## src/pcu_pkg.sv

```systemverilog
// Shared constants and types of the program counter unit
package pcu_pkg;
  // ----------------------------------------------------------------
  // Counter geometry and vectors
  // ----------------------------------------------------------------
  localparam int          PC_W          = 21;
  localparam int          TOP_W         = 5;
  localparam int          SP_W          = 5;
  localparam int          STACK_DEPTH   = 31;
  localparam int          WORD_W        = 16;
  localparam logic [20:0] RESET_VEC     = 21'h000000;
  localparam logic [20:0] HI_VEC        = 21'h000008;
  localparam logic [20:0] LO_VEC        = 21'h000018;
  localparam logic [20:0] PC_STEP       = 21'h000002;
  localparam logic [4:0]  SP_RESET      = 5'h00;
  localparam logic [4:0]  SP_TOP        = 5'h1F;
  localparam int          MEM_BYTES_DEF = 65536;
  localparam int          CFG_SPAN      = 8;
  localparam logic [1:0]  CFG_LAST      = 2'h3;
  localparam logic [1:0]  CFG_USED      = 2'h3;
  // ----------------------------------------------------------------
  // Register offsets (byte addresses on APB)
  // ----------------------------------------------------------------
  localparam int          ADDR_W        = 8;
  localparam logic [7:0]  OFS_LOW       = 8'h00;
  localparam logic [7:0]  OFS_LATH      = 8'h04;
  localparam logic [7:0]  OFS_LATU      = 8'h08;
  localparam logic [7:0]  OFS_SP        = 8'h0C;
  localparam logic [7:0]  OFS_TOS       = 8'h10;
  localparam logic [7:0]  OFS_CFG1      = 8'h14;
  localparam logic [7:0]  OFS_CFG2      = 8'h18;
  localparam logic [7:0]  OFS_CFG3      = 8'h1C;
  localparam logic [7:0]  OFS_STAT      = 8'h20;
  // ----------------------------------------------------------------
  // Setup loader states, Gray along the load path
  // ----------------------------------------------------------------
  typedef enum logic [2:0] {
    LD_IDLE  = 3'b000,
    LD_ADDR  = 3'b001,
    LD_WAIT  = 3'b011,
    LD_HOLD  = 3'b010,
    LD_STORE = 3'b110
  } pcu_ld_state_t;
endpackage

```

## src/pcu_links_if.sv

```systemverilog
// Interfaces between the counter core, the setup loader and fetch gate
`timescale 1ns/1ns
interface pcu_cfg_if;
  logic        busy;     // Loader still copying
  logic [20:0] rd_addr;  // Setup word byte address
  logic [15:0] rd_data;  // Gated memory word
  logic [47:0] words;    // Three used setup words
  modport loader (output busy, rd_addr, words, input rd_data);
  modport core   (input busy, rd_addr, words, output rd_data);
endinterface

interface pcu_mem_if;
  logic [20:0] addr;     // Address the raw word belongs to
  logic [15:0] raw;      // Word from program memory
  logic [15:0] data;     // Word after range check
  modport gate (input addr, raw, output data);
  modport core (output addr, raw, input data);
endinterface

```

## src/pcu_fetch_gate.sv

```systemverilog
// Returns zeros for fetches above the implemented memory
`timescale 1ns/1ns
module pcu_fetch_gate #(
  parameter int MEM_BYTES = pcu_pkg::MEM_BYTES_DEF  // Implemented bytes
) (
  input wire logic sys_clk,  // Core clock
  input wire logic rst_n,    // Async reset, low
  pcu_mem_if.gate  mem       // Address and words
);
  import pcu_pkg::*;
  localparam logic [21:0] LIMIT = 22'(MEM_BYTES);

  // ----------------------------------------------------------------
  // Range check
  // ----------------------------------------------------------------
  // Zero word executes as no-operation, so no fault path is needed
  wire in_range = {1'b0, mem.addr} < LIMIT;
  assign mem.data = in_range ? mem.raw : 16'h0000;
endmodule

```

## src/pcu_cfg_loader.sv

```systemverilog
// Copies the setup words from the top of program memory after reset
`timescale 1ns/1ns
module pcu_cfg_loader #(
  parameter int MEM_BYTES = pcu_pkg::MEM_BYTES_DEF  // Implemented bytes
) (
  input wire logic  sys_clk,  // Core clock
  input wire logic  rst_n,    // Async reset, low
  pcu_cfg_if.loader cfg       // Read port and words
);
  import pcu_pkg::*;
  localparam logic [20:0] CFG_BASE = 21'(MEM_BYTES - CFG_SPAN);

  pcu_ld_state_t state;
  logic [1:0]    idx;
  logic [47:0]   words;
  logic          busy;
  logic [20:0]   rd_addr;

  assign cfg.busy    = busy;
  assign cfg.rd_addr = rd_addr;
  assign cfg.words   = words;

  // ----------------------------------------------------------------
  // Load sequence
  // ----------------------------------------------------------------
  // Every reset restarts at the lowest setup word
  always_ff @(posedge sys_clk or negedge rst_n) begin
    if (!rst_n) begin
      state   <= LD_ADDR;
      idx     <= 2'h0;
      busy    <= 1'b1;
      words   <= 48'h000000000000;
      rd_addr <= 21'h000000;
    end else begin
      case (state)
        LD_ADDR: begin
          rd_addr <= CFG_BASE + {18'h00000, idx, 1'b0};
          state   <= LD_WAIT;
        end
        LD_WAIT:  state <= LD_HOLD;
        LD_HOLD:  state <= LD_STORE;
        LD_STORE: begin
          // Fourth word is reserved and dropped
          if (idx < CFG_USED) begin
            words[idx*16 +: 16] <= cfg.rd_data;
          end
          if (idx == CFG_LAST) begin
            state <= LD_IDLE;
            busy  <= 1'b0;
          end else begin
            idx   <= idx + 2'h1;
            state <= LD_ADDR;
          end
        end
        LD_IDLE:  state <= LD_IDLE;
        default:  state <= LD_IDLE;
      endcase
    end
  end
endmodule

```

## src/pcu_top.sv

```systemverilog
// Program counter, holding latches, return push and setup copy
//
// Functional notes
// Counter is 21 bits, 2 MB range
// Fetch above implemented memory returns zeros
// Every reset loads counter with 0000h
// High interrupt 0008h, low interrupt 0018h
// Top four words copied to setup on reset
// Setup bytes ascending; fourth word reserved
// Setup area FFF8h or 1FFF8h by size
// Three counter bytes; only low byte accessible
// Middle byte updated only via high latch
// Top byte updated only via upper latch
// Low byte write also loads counter from both latches
// Low byte read copies upper bytes to latches
// Counter bit zero always zero
// Sequential step adds two
// Calls, gotos, branches load target directly
// Enabled interrupt wake loads matching vector
// Wake pushes counter, pointer advances
// Pointer increments before push; 5 bits, 31 entries
`timescale 1ns/1ns
module pcu_top #(
  parameter int MEM_BYTES = pcu_pkg::MEM_BYTES_DEF  // 65536 or 131072
) (
  input  wire logic                     sys_clk,      // Core clock
  input  wire logic                     rst_n,        // Async reset, low
  input  wire logic [pcu_pkg::ADDR_W-1:0] paddr,      // APB address
  input  wire logic                     psel,         // APB select
  input  wire logic                     penable,      // APB enable
  input  wire logic                     pwrite,       // APB direction
  input  wire logic [31:0]              pwdata,       // APB write data
  output logic      [31:0]              prdata,       // APB read data
  output logic                          pready,       // APB ready
  output logic                          pslverr,      // APB error
  input  wire logic                     step,         // Advance one word
  input  wire logic                     jump_valid,   // Direct load
  input  wire logic [pcu_pkg::PC_W-1:0] jump_target,  // Branch target
  input  wire logic                     irq_wake,     // Interrupt wake
  input  wire logic                     irq_high,     // Wake is high prio
  input  wire logic                     high_priority_global_enable, // GIE high
  input  wire logic                     low_priority_global_enable,  // GIE low
  output logic      [pcu_pkg::PC_W-1:0] prog_addr,    // Memory address
  input  wire logic [15:0]              prog_rdata,   // Memory word
  output logic      [15:0]              instr_word,   // Fetched word
  output logic      [pcu_pkg::PC_W-1:0] instr_addr,   // Its address
  output logic      [pcu_pkg::PC_W-1:0] pc_value,     // Counter
  output logic                          core_run,     // Setup loaded
  output logic      [15:0]              first_setup_word,  // Setup 1
  output logic      [15:0]              second_setup_word, // Setup 2
  output logic      [15:0]              third_setup_word   // Setup 3
);
  import pcu_pkg::*;

  // ----------------------------------------------------------------
  // State
  // ----------------------------------------------------------------
  logic [7:0]        counter_low_byte;
  logic [7:0]        counter_middle_byte;
  logic [TOP_W-1:0]  counter_top_byte;
  logic [7:0]        high_holding_latch;
  logic [7:0]        upper_holding_latch;
  logic [SP_W-1:0]   return_stack_pointer;
  logic [PC_W-1:0]   ret_stack [1:STACK_DEPTH];
  logic [PC_W-1:0]   prog_addr_d;
  logic [PC_W-1:0]   next_pc;
  logic [31:0]       rd_mux;

  pcu_cfg_if cfg_bus ();
  pcu_mem_if mem_bus ();

  // ----------------------------------------------------------------
  // Helpers
  // ----------------------------------------------------------------
  pcu_cfg_loader #(.MEM_BYTES(MEM_BYTES)) u_loader (
    .sys_clk (sys_clk),
    .rst_n   (rst_n),
    .cfg     (cfg_bus.loader)
  );

  pcu_fetch_gate #(.MEM_BYTES(MEM_BYTES)) u_gate (
    .sys_clk (sys_clk),
    .rst_n   (rst_n),
    .mem     (mem_bus.gate)
  );

  // Word returned one cycle after the address, so check its own address
  assign mem_bus.addr    = prog_addr_d;
  assign mem_bus.raw     = prog_rdata;
  assign cfg_bus.rd_data = mem_bus.data;

  assign first_setup_word  = cfg_bus.words[15:0];
  assign second_setup_word = cfg_bus.words[31:16];
  assign third_setup_word  = cfg_bus.words[47:32];

  // ----------------------------------------------------------------
  // APB decode
  // ----------------------------------------------------------------
  wire apb_setup  = psel & ~penable;
  wire apb_access = psel & penable & pready;
  wire hit_low    = paddr == OFS_LOW;
  wire hit_lath   = paddr == OFS_LATH;
  wire hit_latu   = paddr == OFS_LATU;
  wire hit_sp     = paddr == OFS_SP;
  wire hit_tos    = paddr == OFS_TOS;
  wire hit_cfg1   = paddr == OFS_CFG1;
  wire hit_cfg2   = paddr == OFS_CFG2;
  wire hit_cfg3   = paddr == OFS_CFG3;
  wire hit_stat   = paddr == OFS_STAT;
  wire hit_any    = hit_low | hit_lath | hit_latu | hit_sp | hit_tos |
                    hit_cfg1 | hit_cfg2 | hit_cfg3 | hit_stat;
  wire wr_low     = apb_access & pwrite & hit_low;
  wire wr_lath    = apb_access & pwrite & hit_lath;
  wire wr_latu    = apb_access & pwrite & hit_latu;
  wire wr_sp      = apb_access & pwrite & hit_sp;
  wire rd_low     = apb_setup & ~pwrite & hit_low;

  // ----------------------------------------------------------------
  // Counter next value
  // ----------------------------------------------------------------
  wire [PC_W-1:0] pc = {counter_top_byte, counter_middle_byte,
                        counter_low_byte};
  wire irq_take = core_run & irq_wake &
                  (high_priority_global_enable | low_priority_global_enable);
  wire [PC_W-1:0] irq_vec  = irq_high ? HI_VEC : LO_VEC;
  wire [PC_W-1:0] pc_step  = pc + PC_STEP;
  wire [PC_W-1:0] jump_pc  = {jump_target[PC_W-1:1], 1'b0};
  wire [PC_W-1:0] latch_pc = {upper_holding_latch[TOP_W-1:0],
                              high_holding_latch, pwdata[7:1], 1'b0};
  wire            can_push = return_stack_pointer != SP_TOP;
  wire [SP_W-1:0] sp_inc   = return_stack_pointer + 5'h01;
  wire [PC_W-1:0] tos_value =
    (return_stack_pointer == SP_RESET) ? 21'h000000 :
    ret_stack[return_stack_pointer];

  // Interrupt wins over a branch, which wins over a software write
  assign next_pc = !core_run  ? pc :
                   irq_take   ? irq_vec :
                   jump_valid ? jump_pc :
                   wr_low     ? latch_pc :
                   step       ? pc_step :
                   pc;

  // ----------------------------------------------------------------
  // Counter bytes
  // ----------------------------------------------------------------
  // Core is held at the reset vector until setup has been copied
  always_ff @(posedge sys_clk or negedge rst_n) begin
    if (!rst_n) begin
      counter_low_byte    <= RESET_VEC[7:0];
      counter_middle_byte <= RESET_VEC[15:8];
      counter_top_byte    <= RESET_VEC[20:16];
    end else begin
      counter_low_byte    <= {next_pc[7:1], 1'b0};
      counter_middle_byte <= next_pc[15:8];
      counter_top_byte    <= next_pc[20:16];
    end
  end

  // ----------------------------------------------------------------
  // Holding latches
  // ----------------------------------------------------------------
  // Read of the low byte snapshots the upper bytes for computed jumps
  always_ff @(posedge sys_clk or negedge rst_n) begin
    if (!rst_n) begin
      high_holding_latch  <= 8'h00;
      upper_holding_latch <= 8'h00;
    end else if (rd_low) begin
      high_holding_latch  <= counter_middle_byte;
      upper_holding_latch <= {3'h0, counter_top_byte};
    end else begin
      if (wr_lath) begin
        high_holding_latch <= pwdata[7:0];
      end
      if (wr_latu) begin
        upper_holding_latch <= pwdata[7:0];
      end
    end
  end

  // ----------------------------------------------------------------
  // Return stack pointer and storage
  // ----------------------------------------------------------------
  // A full stack is not overwritten; the last entry stays intact
  always_ff @(posedge sys_clk or negedge rst_n) begin
    if (!rst_n) begin
      return_stack_pointer <= SP_RESET;
    end else if (irq_take && can_push) begin
      return_stack_pointer <= sp_inc;
    end else if (wr_sp) begin
      return_stack_pointer <= pwdata[SP_W-1:0];
    end
  end

  // Storage is plain memory, no reset needed
  always_ff @(posedge sys_clk) begin
    if (irq_take && can_push) begin
      ret_stack[sp_inc] <= pc;
    end
  end

  // ----------------------------------------------------------------
  // Fetch path
  // ----------------------------------------------------------------
  // Loader borrows the memory port until setup is in place
  always_ff @(posedge sys_clk or negedge rst_n) begin
    if (!rst_n) begin
      prog_addr   <= 21'h000000;
      prog_addr_d <= 21'h000000;
      instr_word  <= 16'h0000;
      instr_addr  <= 21'h000000;
      core_run    <= 1'b0;
    end else begin
      prog_addr   <= cfg_bus.busy ? cfg_bus.rd_addr : next_pc;
      prog_addr_d <= prog_addr;
      instr_word  <= mem_bus.data;
      instr_addr  <= prog_addr_d;
      core_run    <= ~cfg_bus.busy;
    end
  end

  assign pc_value = pc;

  // ----------------------------------------------------------------
  // APB read data and answer
  // ----------------------------------------------------------------
  assign rd_mux =
    hit_low  ? {24'h000000, counter_low_byte} :
    hit_lath ? {24'h000000, high_holding_latch} :
    hit_latu ? {24'h000000, upper_holding_latch} :
    hit_sp   ? {27'h0000000, return_stack_pointer} :
    hit_tos  ? {11'h000, tos_value} :
    hit_cfg1 ? {16'h0000, first_setup_word} :
    hit_cfg2 ? {16'h0000, second_setup_word} :
    hit_cfg3 ? {16'h0000, third_setup_word} :
    hit_stat ? {31'h00000000, core_run} :
    32'h00000000;

  // One access cycle: ready rises the cycle after setup
  always_ff @(posedge sys_clk or negedge rst_n) begin
    if (!rst_n) begin
      prdata  <= 32'h00000000;
      pready  <= 1'b0;
      pslverr <= 1'b0;
    end else begin
      prdata  <= (apb_setup && !pwrite) ? rd_mux : 32'h00000000;
      pready  <= apb_setup;
      pslverr <= apb_setup & ~hit_any;
    end
  end
endmodule

```

## config.mk

```make
export PLATFORM = sky130hd
export DESIGN_NAME = pcu_top
export DESIGN_NICKNAME = d
export VERILOG_FILES = /design/src/pcu_pkg.sv /design/src/pcu_links_if.sv /design/src/pcu_fetch_gate.sv /design/src/pcu_cfg_loader.sv /design/src/pcu_top.sv
export SDC_FILE = /design/constraint.sdc
export NUM_CORES = 1
export LEC_CHECK = 0
export BUFFER_PORTS_ARGS = -buffer_cell sky130_fd_sc_hd__buf_4
export CAP_MARGIN = 40
export CELL_PAD_IN_SITES_DETAIL_PLACEMENT = 1
export CELL_PAD_IN_SITES_GLOBAL_PLACEMENT = 1
export CORE_AREA = 3 3 242 303
export CTS_CLUSTER_SIZE = 25
export DETAILED_ROUTE_END_ITERATION = 10
export DIE_AREA = 0 0 245 306
export PLACE_DENSITY_LB_ADDON = 0.25
export SETUP_SLACK_MARGIN = 0.15
export SLEW_MARGIN = 20
export SYNTH_ARGS = -nofsm -noshare
export SYNTH_HDL_FRONTEND = slang
export SYNTH_SLANG_ARGS = --single-unit
```

## constraint.sdc

```tcl
create_clock -name sys_clk -period 3.8 [get_ports sys_clk]
set_input_delay 0.57 -clock sys_clk [delete_from_list [all_inputs] [get_ports sys_clk]]
set_output_delay 0.57 -clock sys_clk [all_outputs]
set_load 0.05 [all_outputs]
```

# Word-level counts from Yosys, hierarchy flattened
# Memory sizes are Yosys's and may differ from the RTL's.
# Cells that the tools add are included.
totals:
  ff_bits: 219
  latchBits: 0
  ram_bits: 620
  mem_bits_ro: 0
  input_bits: 88
  output_inout_bits: 162
  wordCells: 111
  n_memories: 1
classes:
  n_addsub: 5
  multipliers: 0
  n_div: 0
  n_lt_le_gt_ge: 2
  n_eq_ne: 14
  n_shift: 2
  muxes: 30
  bitwise_logic: 27
  n_reduce_logical: 11
memory_table:
  columns: ["memory", "depth", "word_bits", "rd", "rd_clocked_by_memory_dff", "wr", "line", "text"]
  rows:
  - ["ret_stack", 31, 20, 1, 0, 1, "pcu_top.sv:64", "logic [PC_W-1:0] ret_stack [1:STACK_DEPTH];"]
op_table:
  columns: ["operator", "n"]
  rows:
  - ["21-bit two-way mux", 13]
  - ["16-bit two-way mux", 4]
  - ["48-bit bitwise mux", 1]
  - ["16-bit by 34-bit variable shift with 48-bit output (first input constant)", 1]
  - ["16-bit by 34-bit variable part select with 48-bit output", 1]
  - ["6-bit negator with 34-bit output", 1]
  - ["8-bit by 5-bit == test with 1-bit output (second input constant)", 4]
  - ["8-bit two-way mux", 4]
  - ["21-bit by 2-bit adder with 21-bit output (second input constant)", 1]
  - ["21-bit by 17-bit less-than comparator with 1-bit output (second input constant)", 1]
  - ["16-bit by 3-bit adder with 17-bit output (first input constant)", 1]
  - ["8-bit by 4-bit == test with 1-bit output (second input constant)", 2]
  - ["5-bit two-way mux", 3]
  - ["1-bit bitwise AND", 13]
  - ["3-bit one-hot mux with 4 select lines", 1]
  - ["1-bit bitwise OR", 9]
  - ["8-bit by 3-bit == test with 1-bit output (second input constant)", 1]
  - ["8-bit by 6-bit == test with 1-bit output (second input constant)", 1]
  - ["8-bit logical NOT", 1]
  - ["3-bit by 2-bit == test with 1-bit output (second input constant)", 2]
  - ["2-bit AND reduction", 3]
  - ["2-bit nonzero test", 3]
  - ["5-bit by 1-bit adder with 5-bit output (second input constant)", 1]
  - ["5-bit logical NOT", 1]
  - ["other kinds (10)", 18]

# Depth between registers and ports, before layout
logic_depth:
  ltp_word: 11
  ltp_mapped: 12
  depth_no_buf: 7

# Modules after synthesis
# From an unflattened synthesis, not the netlist that was laid out.
unflattened:
  cells_unflattened: 1980
  area_unflattened_um2: 33294.4
by_module_without_submodules:
  columns: ["module", "n_inst", "cells_each", "area_per_inst_um2", "seq_area_each_um2"]
  rows:
  - ["pcu_top", 1, 1726, 30545.5, 22221.3]
  - ["pcu_cfg_loader", 1, 233, 2527.4, 1428.9]
  - ["pcu_fetch_gate", 1, 21, 221.5, 0.0]

# Least setup slack after synthesis
# No wires, ideal clock.
synth_timing:
  path_kind: "register to register"
  startpoint: "register return_stack_pointer[0]"
  endpoint: "memory ret_stack[25][0] in the netlist's numbering (enable)"
  setup_ns: 0.397
  arrival_ns: 3.080
  t_required_ns: 3.403
  slack_ns: 0.323
  path_stages_with_launch: 9
  n_path_buf: 4
  period_less_slack_ns: 3.477
  cell_sequence: "dfrtp_1 -> buf_2 -> buf_2 -> buf_2 -> clkbuf_1 -> nand3_1 -> xnor2_1 -> nand3_1 -> nor2_1"
synth_between:
  elab_chain_cells: 4
  word_cells_on_any_way: 5
  cone_classes: "add/sub (1); eq/ne (1); mux (2); reduce/logical (1)"
synth_lines:
  columns: ["item", "line", "text"]
  rows:
  - ["start: declaration", "pcu_top.sv:63", "logic [SP_W-1:0] return_stack_pointer;"]
  - ["start signal: assignment", "pcu_top.sv:189", "return_stack_pointer <= sp_inc;"]
  - ["start signal: assignment", "pcu_top.sv:191", "return_stack_pointer <= pwdata[SP_W-1:0];"]
  - ["5-bit inequality test", "pcu_top.sv:130", "wire can_push = return_stack_pointer != SP_TOP;"]
  - ["1-bit logical AND", "pcu_top.sv:197", "if (irq_take && can_push) begin"]
  - ["1-bit two-way mux", "pcu_top.sv:197", null]
  - ["1-bit two-way mux (implied by the code)", "pcu_top.sv:198", "ret_stack[sp_inc] <= pc;"]
  - ["end: declaration", "pcu_top.sv:64", null]
# Several ways; a longest one is shown, not always the timed one.

# Worst setup path in the final report
layout_timing:
  startpoint: "register return_stack_pointer[1]"
  endpoint: "memory ret_stack[23][19] in the netlist's numbering (enable)"
# Same word-level chain as after synthesis.

==> metrics.md <==
| Metric | Value |
|---|---|
| Worst Max-Slew Pin Slew | approximately 870 ps |
| Initial drt markers | between 1500 and 2000 |
| Worst r2r src | return_stack_pointer[1] |
| Critical Path Source Type | register |
| Vias per cell | between 6 and 7 |
| Post-synth EDFFs | between 600 and 700 |
| Finished Cell Area | roughly 38000 sq um |
| Core Area | ~70000 sq um |
| Max incr delay on CP | 560 ps |
| Largest family of logic cells by synthesized area | multiplexers |
| Synth area leaders | edfxtp_1 57%, dfrtp_1 15%, mux4_2 11% |
| Min-delay worst type | primary input to register |
| Area grow syn2layout | 18.8% |
| H-Tree Depth | 3 |
| Final GP Congestion | roughly 0.84 |
| Total iterations of the first detailed-routing run | 5 |
| Design Power | 23.7 mW |
| Root Buffer | clkbuf_16 |
| Worst Setup Slack, final | between 600 and 700 ps |
| Critical path required time | about 4100 ps |
| Clock Skew | around 21 ps |
| Fmax achieved | about 320 MHz |
| Vias in the first global route | ~20000 |
| Via count | 18686 |
| Post-route insts no fill | 3113 |
| Cells along the critical path | ha_1 > and3_1 > ha_1 > nor2_1 > buf_4 > nand2_1 > nor2_2 > buf_4 |
| R2r setup slk | 670 ps |
| DP Worst Slack | between 400 and 500 ps |
| Final core utilization | a little over half |
| Tmin final | about 3100 ps |
| DRC errors left | 0 |
| Most frequent cells in the layout | 620 x edfxtp_1, 295 x buf_4, 192 x dfrtp_1, 155 x mux4_2, 85 x clkbuf_16 |
| Synth unique cells | 73 |
| FILL cells | 6393 |
| GRT overflow | 0 |
| Routed WL | 91600 um |
| Maxcap violations | 0 |
| CTS tree | yes |
| Sinks on Clock Net | around 820 |
| Post-CTS Setup Inserts | 0 |
| WP data arrival | roughly 3400 ps |
| Synth top area share | a little under three fifths |
| Die width | 245 um |
| Area after DPL | between 30000 and 40000 sq um |
| Worst hold endpoint | counter_top_byte[1] |
| Cts bufs inserted | between 80 and 90 |
| Sum Neg Setup Slack | 0 ps |
| Yosys reg bits | 818 |
| Most common cell after layout, fill and taps aside | edfxtp_1 |
| Relative slew margins | ~42% |
| Critical-path top delay cell | dfrtp_4 |
| Synthesized instance count | about 1800 |
| Avg Cell Area, Syn | roughly 18 sq um |
| Power Dens Cells | around 620 nW/um^2 |
| Synth warn | 0 |
| Post-Synth Simple-Gate Area | under 10% |
| Pin count of the biggest net entering global routing | 90 |
| DP HPWL | 57700 um |
| CP max FO | 20 |
| Final Cycle Share | between 80 and 90% |
| Die Area | between 70000 and 80000 sq um |
| Clock transition at path regs | around 60 ps |
| Slew Limit Fails | 0 |
| Std cell rows | between 100 and 150 |
| CTS resizes | 0 |
| Ys async rst share | about a quarter |
| Synth Cell Area | about 32000 sq um |
| R2R depth | 8 |
| Initial core utilization | 45.8% |
| R2r endpoint | ret_stack[23][19] |
| Routed Antenna Nets | 0 |
| DP Cell Count | approximately 3000 |
| Initial antenna violation count | 2 |
| Post-Synth XOR/XNOR Area | less than 1% |
| Die height | between 300 and 400 um |
| Routed len/inst | approximately 29 um |
| RSZ-0062 raised after global routing | false |
| First-pass GRT wire length | 136000 um |
| Hold depth | 3 |
| Leakage | 14.0 nW |
| Port-buffer cells | between 200 and 250 |
| Synth area leader | edfxtp_1 |
| Sequential share of the synthesized area | between 70% and 80% |
| Type of the worst setup path | register to register |
| Layout cells sized above 1 | between 30% and 40% |
| Final number of setup-violating endpoints | 0 |
| All-Layer GR Usage | 24.6% |
| Clock insertion delay at the later pin of the skew report | ~640 ps |
| Hold_ws | approximately 230 ps |
| Top_reg_cell synth | edfxtp_1 |
| Mux cell area share after synthesis | about an eighth |
| Worst Setup End Kind | register |
| Final net count | around 2200 |
| Synth Area in Compound Gates | under 10% |
| Hold path start | jump_target[17] |
| VDD IR max | 0.358 mV |
| Clock Tree Buf Depth | 3 |
| I/O pins | 250 |
| Final Hold Fails | 0 |
| Status | finished clean |
| Synthesized-area fraction occupied by adder cells | 0.425% |
-- worst max-delay path, delay by kind of cell (launching register included) --
family	cells	cell delay, ps
adders and majority gates	2	490
buffers and inverters	2	640
DFF	1	560
and+or+nand+nor	4	1050
-- where the power goes --
group	leakage [nW]	internal (mW)	switching, mW
clock network	1.35	4.88	3.42
registers	8.28	10.2	0.179
logic	4.41	1.90	3.15
-- cell families after synthesis --
kind of cell    Yosys count
flops                   818
simple gates            308
compound gates          292
mux                     231
buf+inv                 144
xor+xnor                 13
fa+ha+maj                11
other cells               1
-- how the worst max path moves through the flow --
| stage | startpoint | to | slack [ps] | cells after the start |
|---|---|---|---|---|
| CTS | return_stack_pointer[1] | ret_stack[23][10] | 680 | 8 |
| finish | return_stack_pointer[1] | ret_stack[23][19] | 670 | 8 |
| detailed placement | paddr[1] | prdata[14] | 460 | 6 |
| global route | return_stack_pointer[1] | ret_stack[22][10] | 470 | 8 |
| global placement | paddr[1] | prdata[14] | 530 | 6 |
| floorplan | return_stack_pointer[0] | ret_stack[25][0] | 320 | 8 |
-- cell type report --
type	instances	area, sq um	share of cell area [%]
sequential	818	23600	61.3
multi-input combinational	869	8330	21.7
timing repair buffer	310	2510	6.52
clock buffer	92	2170	5.65
tap	943	1180	3.07
clock inverter	56	603	1.57
inverter	24	90.1	0.234
antenna	1	2.50	0.00650
-- flip-flops by register name, summed over array words and instances (netlist names), 16 cells and up --
register,cells
ret_stack,620
prdata,21
u_loader.cfg.words,48
prog_addr,20
instr_word,16
instr_addr,20
mem_bus.addr,20
-- per-layer routing --
layer,up-vias,wire length [um],global-route usage (%)
li1,7859,-,-
met1,9945,35800,31.8
met2,748,47900,43.3
met3,134,5490,3.62
met4,0,2360,7.56
met5,-,0,0
-- cells in the mapped netlist, types with 4 or more instances --
cell / count
a211o_1: 4
a211oi_1: 28
a21o_1: 8
a21oi_1: 38
a22o_1: 56
a22oi_1: 21
a31oi_1: 9
a32oi_1: 6
and2_1: 17
and3_1: 4
buf_1: 12
buf_2: 16
buf_4: 14
clkbuf_1: 75
dfrtp_1: 196
edfxtp_1: 620
ha_1: 11
inv_1: 22
mux2_2: 23
mux2i_1: 53
mux4_2: 155
nand2_1: 70
nand2b_1: 8
nand3_1: 25
nand4_1: 13
nor2_1: 94
nor2b_1: 14
nor3_1: 22
nor4_1: 17
o21a_1: 11
o21ai_0: 31
o221ai_1: 7
o22ai_1: 21
o31ai_1: 8
o32ai_1: 8
o41a_1: 4
o41ai_1: 4
or4_1: 4
xnor2_1: 8
xor2_1: 5
-- what timing repair did --
action                                  CTS  global route
hold endpoints to repair                  1             0
endpoints found under the setup margin    0             0
hold buffers                              1             0
Note: power is estimated with default switching activity, not from simulation.
